`config.mk`:
```
export PLATFORM = sky130hd
export DESIGN_NAME = slc_top
export DESIGN_NICKNAME = d
export VERILOG_FILES = /design/src/core/slc_pkg.sv /design/src/core/slc_top.sv
export VERILOG_INCLUDE_DIRS = /design/src /design/src/core
export SDC_FILE = /design/constraint.sdc
export NUM_CORES = 1
export LEC_CHECK = 0
export BUFFER_PORTS_ARGS = -buffer_cell sky130_fd_sc_hd__buf_2
export CAP_MARGIN = 20
export CORE_ASPECT_RATIO = 0.5
export CORE_MARGIN = 2
export CORE_UTILIZATION = 30
export DETAILED_ROUTE_END_ITERATION = 16
export GPL_TIMING_DRIVEN = 0
export HOLD_SLACK_MARGIN = 0.12
export SLEW_MARGIN = 25
export SYNTH_ARGS = -nofsm -noshare
export SYNTH_HDL_FRONTEND = slang
export SYNTH_SLANG_ARGS = --single-unit
export TNS_END_PERCENT = 20
```
`constraint.sdc`:
```
create_clock -name core_clk -period 5.03 [get_ports core_clk]
set_input_delay 0.503 -clock core_clk [delete_from_list [all_inputs] [get_ports core_clk]]
set_output_delay 0.503 -clock core_clk [all_outputs]
set_load 0.01 [all_outputs]
```
`src/core/slc_defs.svh`:
```
// Timing and address constants for the status indicator and address sequencer.
`ifndef SLC_DEFS_SVH
`define SLC_DEFS_SVH
`define SLC_CLK_HZ 20000000
// Half-period of the slow flash, in milliseconds.
`define SLC_SLOW_HALF_MS 500
// Half-period of the fast flash, in milliseconds.
`define SLC_FAST_HALF_MS 125
`define SLC_SLOW_HALF_CYC ((`SLC_CLK_HZ / 1000) * `SLC_SLOW_HALF_MS)
`define SLC_FAST_HALF_CYC ((`SLC_CLK_HZ / 1000) * `SLC_FAST_HALF_MS)
// Link-local subnet prefix, upper 16 bits of the address.
`define SLC_LL_PREFIX 16'ha9fe
// Seed for the address generator.
`define SLC_LFSR_SEED 16'h5a3c
// Taps for a maximal 16-bit Galois generator.
`define SLC_LFSR_TAPS 16'hb400
`endif

```
`src/core/slc_pkg.sv`:
```
// Types shared by the status indicator and address sequencer.
`default_nettype none
package slc_pkg;
  typedef enum logic [1:0] {SLC_OFF, SLC_RED, SLC_BLUE, SLC_GREEN} slc_colour_t;
  typedef enum logic [1:0] {SLC_STEADY, SLC_SLOW, SLC_FAST} slc_blink_t;
  typedef struct packed {
    slc_colour_t colour;
    slc_blink_t blink;
  } slc_code_t;
  // Status inputs that pick the indicator pattern.
  typedef struct packed {
    logic not_init;
    logic init_fail;
    logic over_temp;
    logic app_connected;
    logic acq_triggered;
    logic acq_free_run;
  } slc_status_t;
  // Request to and answer from the network engine.
  typedef struct packed {
    logic dhcp_start;
    logic arp_probe;
    logic [31:0] probe_addr;
  } slc_net_req_t;
  typedef struct packed {
    logic dhcp_done;
    logic dhcp_fail;
    logic [31:0] dhcp_addr;
    logic arp_done;
    logic arp_reply;
  } slc_net_ans_t;
endpackage
`default_nettype wire

```
`src/core/slc_top.sv`:
```
// Status indicator encoder and automatic address configuration sequencer.
// Operation
// - Several active conditions: show pattern of the highest priority one.
// - Acquisition in progress outranks address-assigned indication.
// - Waiting for an address shows slow flashing blue.
// - No Ethernet link shows fast flashing blue.
// - Address assigned, no application connected shows steady blue.
// - Application connected idle steady green; triggered acquisition slow green.
// - Free-running acquisition shows fast flashing green.
// - Host control accepted only after address assigned; host must wait.
// - Address sequence starts at power-up and on every link up.
// - Order: stored static address if enabled, then DHCP, then link-local.
// - Defaults: static address off, DHCP on; link-local always on.
// - Link-local picks random 169.254 address, reprobes on any ARP reply.
`include "slc_defs.svh"
`default_nettype none
module slc_top
  import slc_pkg::*;
(
  input wire logic core_clk,
  input wire logic rst_n,
  input wire logic link_up_pin,
  input wire slc_status_t status,
  input wire logic static_en,
  input wire logic dhcp_en,
  input wire logic [31:0] static_addr,
  input wire slc_net_ans_t net_ans,
  output slc_net_req_t net_req,
  output logic [31:0] ip_addr,
  output logic ip_valid,
  output logic host_ctrl_accept,
  output logic led_red,
  output logic led_green,
  output logic led_blue
);

  typedef enum logic [2:0] {
    SLC_IDLE, SLC_STATIC, SLC_DHCP, SLC_DHCP_WAIT, SLC_LL_PICK,
    SLC_LL_WAIT, SLC_BOUND
  } slc_state_t;

  //////////////////////////////////////////////////////////////////////////
  // Link pin synchroniser; the second stage and the third (edge-detect) stage are read by logic.
  logic link_s1, link_s2, link_prev;
  logic next_link_s1, next_link_s2, next_link_prev;
  always_comb begin
    next_link_s1 = link_up_pin;
    next_link_s2 = link_s1;
    next_link_prev = link_s2;
  end
  always_ff @(posedge core_clk or negedge rst_n) begin
    if (!rst_n) begin
      link_s1 <= 1'b0;
      link_s2 <= 1'b0;
      link_prev <= 1'b0;
    end else begin
      link_s1 <= next_link_s1;
      link_s2 <= next_link_s2;
      link_prev <= next_link_prev;
    end
  end
  wire logic link_rise = link_s2 & ~link_prev;

  //////////////////////////////////////////////////////////////////////////
  // Address sequencer. Power-up starts it once; a new link restarts it.
  slc_state_t state, next_state;
  logic boot_pending, next_boot_pending;
  logic [15:0] lfsr, next_lfsr;
  logic [31:0] addr, next_addr;
  slc_net_req_t next_req;
  always_comb begin
    next_state = state;
    next_boot_pending = boot_pending;
    next_addr = addr;
    next_req = '0;
    next_req.probe_addr = net_req.probe_addr;
    // Free-running generator, so each probe draws a fresh value.
    next_lfsr = lfsr[0] ? ((lfsr >> 1) ^ `SLC_LFSR_TAPS) : (lfsr >> 1);
    if (!link_s2) begin
      // Losing the link drops the address; it is reacquired on link up.
      next_state = SLC_IDLE;
    end else if (link_rise || boot_pending) begin
      next_boot_pending = 1'b0;
      next_state = SLC_STATIC;
    end else begin
      unique case (state)
        SLC_IDLE: begin
          next_state = SLC_IDLE;
        end
        SLC_STATIC: begin
          if (static_en) begin
            next_addr = static_addr;
            next_state = SLC_BOUND;
          end else begin
            next_state = SLC_DHCP;
          end
        end
        SLC_DHCP: begin
          if (dhcp_en) begin
            next_req.dhcp_start = 1'b1;
            next_state = SLC_DHCP_WAIT;
          end else begin
            next_state = SLC_LL_PICK;
          end
        end
        SLC_DHCP_WAIT: begin
          if (net_ans.dhcp_done) begin
            next_addr = net_ans.dhcp_addr;
            next_state = SLC_BOUND;
          end else if (net_ans.dhcp_fail) begin
            next_state = SLC_LL_PICK;
          end
        end
        SLC_LL_PICK: begin
          // Third-octet values 0 and 255 are reserved in the link-local range.
          next_req.probe_addr = {`SLC_LL_PREFIX, lfsr};
          if (lfsr[15:8] != 8'h00 && lfsr[15:8] != 8'hff) begin
            next_req.arp_probe = 1'b1;
            next_state = SLC_LL_WAIT;
          end
        end
        SLC_LL_WAIT: begin
          if (net_ans.arp_done) begin
            if (net_ans.arp_reply) begin
              next_state = SLC_LL_PICK;
            end else begin
              next_addr = net_req.probe_addr;
              next_state = SLC_BOUND;
            end
          end
        end
        SLC_BOUND: begin
          next_state = SLC_BOUND;
        end
        default: begin
          next_state = SLC_IDLE;
        end
      endcase
    end
  end
  always_ff @(posedge core_clk or negedge rst_n) begin
    if (!rst_n) begin
      state <= SLC_IDLE;
      boot_pending <= 1'b1;
      lfsr <= `SLC_LFSR_SEED;
      addr <= 32'h0;
      net_req <= '0;
    end else begin
      state <= next_state;
      boot_pending <= next_boot_pending;
      lfsr <= next_lfsr;
      addr <= next_addr;
      net_req <= next_req;
    end
  end

  // Host control is gated by the bound address.
  assign ip_valid = (state == SLC_BOUND);
  assign ip_addr = addr;
  assign host_ctrl_accept = ip_valid;

  //////////////////////////////////////////////////////////////////////////
  // Flash phase generators; one loop covers both rates.
  localparam int unsigned HALF [2] = '{`SLC_SLOW_HALF_CYC, `SLC_FAST_HALF_CYC};
  logic [1:0] phase;
  genvar g;
  generate
    for (g = 0; g < 2; g++) begin : g_flash
      logic [23:0] cnt, next_cnt;
      logic ph, next_ph;
      always_comb begin
        next_cnt = cnt + 24'h1;
        next_ph = ph;
        if (cnt == 24'(HALF[g] - 1)) begin
          next_cnt = 24'h0;
          next_ph = ~ph;
        end
      end
      always_ff @(posedge core_clk or negedge rst_n) begin
        if (!rst_n) begin
          cnt <= 24'h0;
          ph <= 1'b0;
        end else begin
          cnt <= next_cnt;
          ph <= next_ph;
        end
      end
      assign phase[g] = ph;
    end
  endgenerate

  //////////////////////////////////////////////////////////////////////////
  // Priority encoder: earlier branches win over later ones.
  function automatic slc_code_t slc_pick(slc_status_t s, logic link,
                                         logic bound);
    slc_code_t c;
    c = '{SLC_BLUE, SLC_SLOW};
    if (s.not_init) c = '{SLC_RED, SLC_STEADY};
    else if (s.init_fail) c = '{SLC_RED, SLC_SLOW};
    else if (s.over_temp) c = '{SLC_RED, SLC_FAST};
    else if (!link) c = '{SLC_BLUE, SLC_FAST};
    else if (bound && s.acq_free_run) c = '{SLC_GREEN, SLC_FAST};
    else if (bound && s.acq_triggered) c = '{SLC_GREEN, SLC_SLOW};
    else if (bound && s.app_connected) c = '{SLC_GREEN, SLC_STEADY};
    else if (bound) c = '{SLC_BLUE, SLC_STEADY};
    return c;
  endfunction

  slc_code_t code;
  logic lit;
  logic next_red, next_green, next_blue;
  always_comb begin
    code = slc_pick(status, link_s2, ip_valid);
    unique case (code.blink)
      SLC_SLOW: lit = phase[0];
      SLC_FAST: lit = phase[1];
      default: lit = 1'b1;
    endcase
    next_red = lit && code.colour == SLC_RED;
    next_green = lit && code.colour == SLC_GREEN;
    next_blue = lit && code.colour == SLC_BLUE;
  end
  always_ff @(posedge core_clk or negedge rst_n) begin
    if (!rst_n) begin
      led_red <= 1'b0;
      led_green <= 1'b0;
      led_blue <= 1'b0;
    end else begin
      led_red <= next_red;
      led_green <= next_green;
      led_blue <= next_blue;
    end
  end

  //////////////////////////////////////////////////////////////////////////
  // Checks tying outputs to their causes.
  property p_red_first;
    @(posedge core_clk) disable iff (!rst_n)
    status.not_init |=> led_red && !led_green && !led_blue;
  endproperty
  a_red_first: assert property (p_red_first) else $error("red not shown");

  property p_accept;
    @(posedge core_clk) disable iff (!rst_n)
    $rose(host_ctrl_accept) |->
      $past(state) inside {SLC_STATIC, SLC_DHCP_WAIT, SLC_LL_WAIT};
  endproperty
  a_accept: assert property (p_accept) else $error("early host accept");

  property p_nolink;
    @(posedge core_clk) disable iff (!rst_n)
    (!link_s2 && !status.not_init && !status.init_fail && !status.over_temp)
      |=> !led_green && !led_red;
  endproperty
  a_nolink: assert property (p_nolink) else $error("no-link colour wrong");

  property p_static;
    @(posedge core_clk) disable iff (!rst_n)
    (state == SLC_STATIC && static_en && link_s2 && !link_rise)
      |=> ip_valid && ip_addr == $past(static_addr);
  endproperty
  a_static: assert property (p_static) else $error("static not taken");

  property p_restart;
    @(posedge core_clk) disable iff (!rst_n)
    link_rise |=> state == SLC_STATIC;
  endproperty
  a_restart: assert property (p_restart) else $error("no restart on link");

  property p_ll_prefix;
    @(posedge core_clk) disable iff (!rst_n)
    net_req.arp_probe |-> net_req.probe_addr[31:16] == `SLC_LL_PREFIX;
  endproperty
  a_ll_prefix: assert property (p_ll_prefix) else $error("bad probe prefix");

  property p_reprobe;
    @(posedge core_clk) disable iff (!rst_n)
    (state == SLC_LL_WAIT && net_ans.arp_done && net_ans.arp_reply && link_s2
      && !link_rise) |=> state == SLC_LL_PICK ##0 !ip_valid;
  endproperty
  a_reprobe: assert property (p_reprobe) else $error("reply not honoured");

  property p_steady_blue;
    @(posedge core_clk) disable iff (!rst_n)
    (ip_valid && link_s2 && status == '0) |=> led_blue;
  endproperty
  a_steady_blue: assert property (p_steady_blue) else $error("not blue");

endmodule
`default_nettype wire

```
==> flow_metrics.py <==
metrics = {
    "run_status": {
        "status": "finished, final reports clean",
    },
    "worst_setup_path": {
        "reg2reg_slack_ns": 2.66,
        "end_kind": "flip-flop",
        "worstPathCellList": "buf_2 -> nand2_1 -> nor2_1 -> nor2_1 -> clkbuf_1 -> a221oi_1 -> o21ai_0",
        "critPathBufInv": 2,
        "cp_max_fo": 10,
        "critPathMostFrequentCell": "nor2_1",
        "crit_arrival_ns": 2.65,
        "start_kind": "flip-flop",
        "slowest_stage": "nor2_1",
        "crit_type": "flip-flop to flip-flop",
        "cp_top_family": "simple AND/OR/NAND/NOR gates",
        "critPathRequiredTime_ns": 5.31,
        "cpPeakStageDelay_ns": 0.56,
    },
    "grt": {
        "grt_overflow_total": 0,
        "grtUsageTotal": 0.143,
        "grt_first_pass_wirelength_mm": 22.5,
        "grt_start_max_net_pins": 83,
        "antenna_found_initial": 0,
        "grt_pass1_vias": 4363,
    },
    "logic_synthesis": {
        "synthCells": 525,
        "synth-xor-area-share": 0.0669,
        "syn_area_per_cell_um2": 11.0,
        "synth-compound-area-share": 0.118,
        "synth-simple-area-share": 0.166,
        "synth_edf_count": 0,
        "synthArstFlopShare": 1.00,
        "synth_top_flop_cell": "dfrtp_1",
        "yosys_warnings": 0,
        "ys_ff_latch": 127,
        "synth_top_family_by_area": "simple AND/OR/NAND/NOR gates",
        "synth_area_mm2": 0.00576,
        "synth_mux_area_frac": 0.0348,
        "ys_types": 56,
        "seq_area_frac_synth": 0.554,
        "synthAdderAreaFrac": 0.00869,
    },
    "pwr": {
        "leakagePower_nw": 3.71,
        "finalPower_mw": 2.71,
        "powerDensity_mw_per_mm2": 363,
        "ir_drop_mv": 0.184,
    },
    "sta": {
        "finalHoldViolCount": 0,
        "fin_setup_tns_ns": 0,
        "relSlewSlack": 0.531,
        "max_freq_mhz": 421,
        "slew_viol_final": 0,
        "fin_crit_ns": 2.37,
        "grt_setup_unrepaired": "no",
        "worst_pin_slew_ns": 0.700,
        "fin_crit_sh": 0.472,
        "fin_worst_skew_ns": 0.0144,
        "finalSetupViolations": 0,
        "holdWs_ns": 0.193,
    },
    "floorplan": {
        "row_count": 35,
        "die_w_um": 200,
        "coreArea_mm2": 0.0186,
        "die_y_um": 102,
        "die-area_mm2": 0.0204,
        "initial_core_util": 0.309,
        "io_pins": 150,
    },
    "min_path": {
        "hold_path_class": "primary input to flip-flop",
    },
    "cells_and_area": {
        "nets": 777,
        "fin_area_mm2": 0.00748,
        "drive_gt1_frac": 0.349,
        "diodes": 0,
        "syn2layout_area_growth_pct": 29.9,
        "postLayoutCoreUtil": 0.402,
    },
    "clock_network": {
        "holdBufCountCts": 1,
        "clock_latency_ns": 0.42,
        "cts_buffer_depth": 2,
        "cts_buffers": 17,
        "clkSinkCount": 127,
        "cts_setup_buffers": 0,
        "h-tree-depth": 4,
        "cts_resized": 0,
        "tritoncts": "yes",
        "cts_root_buf": "clkbuf_16",
        "clk_pin_slew_ns": 0.06,
    },
    "run": {
        "cap_violations": 0,
    },
    "drt": {
        "first_pass_iters": 4,
        "drt_iter0_drc": 291,
        "drc": 0,
        "postRouteAntennaNets": 0,
        "wirelength_mm": 13.9,
        "routed_via_density": 4.62,
        "wl_per_cell_um": 14.4,
        "vias": 4465,
    },
    "placed_design": {
        "dpl_cell_area_mm2": 0.00686,
        "portBuffers": 144,
        "gp_congestion": 0.842,
        "hpwl_mm": 10.1,
    },
}
## registers in the layout (all words and copies together), names as in the netlist
| register | flops |
|---|---|
| link_s2 | 1 |
| led_blue | 1 |
| link_prev | 1 |
| g_flash.cnt | 48 |
| led_red | 1 |
| link_s1 | 1 |
| state | 3 |
| led_green | 1 |
| ip_addr | 32 |
| net_req | 19 |
| g_flash.ph | 2 |
| boot_pending | 1 |
| lfsr | 16 |
## routing by layer
| metal | share of wire | wire length (um) | global-route usage |
|---|---|---|---|
| met1 | 0.48 | 6650 | 0.188 |
| met2 | 0.48 | 6670 | 0.235 |
| met3 | 0.030 | 421 | 0.0350 |
| met4 | 0.013 | 185 | 0.0444 |
| met5 | 0 | 0 | 0 |
## report_power, final
group,internal [mW],switching (mW)
sequential,1.09,0.0400
clock,0.788,0.481
combinational,0.148,0.164
## kinds of logic after synthesis
group / after synthesis
multiplexers: 18
XOR/XNOR: 44
flip-flops: 127
AO/OA/AOI/OAI: 104
buffers and inverters: 49
adder cells (fa/ha/maj): 4
AND/OR/NAND/NOR: 178
other: 1
## synth_stat cells, types with 9 or more instances
| library cell | count | area share |
|---|---|---|
| dfrtp_1 | 118 | 0.51 |
| nand2_1 | 55 | 0.036 |
| nor2_1 | 35 | 0.023 |
| o21ai_0 | 28 | 0.024 |
| xnor2_1 | 26 | 0.040 |
| a21oi_1 | 22 | 0.019 |
| buf_4 | 20 | 0.026 |
| xor2_1 | 18 | 0.027 |
| nand3_1 | 17 | 0.015 |
| a22o_1 | 16 | 0.024 |
| mux2_2 | 16 | 0.031 |
| a221oi_1 | 13 | 0.020 |
| nand4_1 | 11 | 0.012 |
| buf_2 | 10 | 0.0087 |
| inv_1 | 10 | 0.0065 |
| dfstp_2 | 9 | 0.041 |
| o21ai_1 | 9 | 0.0078 |
## per-stage QoR
stage / worst slack, ns / std cells
after global placement: 1.74 / 932
final: 2.66 / 966
after CTS: 2.66 / 966
after global routing: 2.45 / 966
after floorplan: 2.87 / 529
after detailed placement: 2.68 / 933
## worst paths after layout
kind,startpoint,to,cells past startpoint
hold / removal,link_up_pin,link_s1,1
setup / recovery,state[1],ip_addr[27],7
setup reg to reg,state[1],ip_addr[27],7
hold reg to reg,link_s1,link_s2,0
min in group asynchronous,rst_n,g_flash[0].cnt[3],2
max in group asynchronous,rst_n,lfsr[9],3
## layout make-up
type                            instances  area [um^2]
Clock inverter                         14          185
Timing Repair Buffer                  146          768
Buffer                                 38          253
Clock buffer                           18          429
Inverter                               11         41.3
Multi-Input combinational cell        353         2290
Sequential cell                       127         3190
Tap cell                              259          324
Fill cell                            1830        11100
## layout by cell type (no fill, tap or decap), drive strengths merged, types with 5 or more instances in the layout
cell	count
a22o	16
dfstp	9
nand3	17
clkinv	8
a221oi	13
mux2	16
xor2	18
and3	8
nand4	12
nor4	7
nand2b	6
nor2	37
dfrtp	118
clkbuf	23
and2	5
nor3	7
xnor2	26
o21ai	37
a22oi	5
nor2b	6
buf	178
a21oi	22
conb	5
nand2	55
inv	13
No activity file was read; power rests on OpenSTA's default activity.
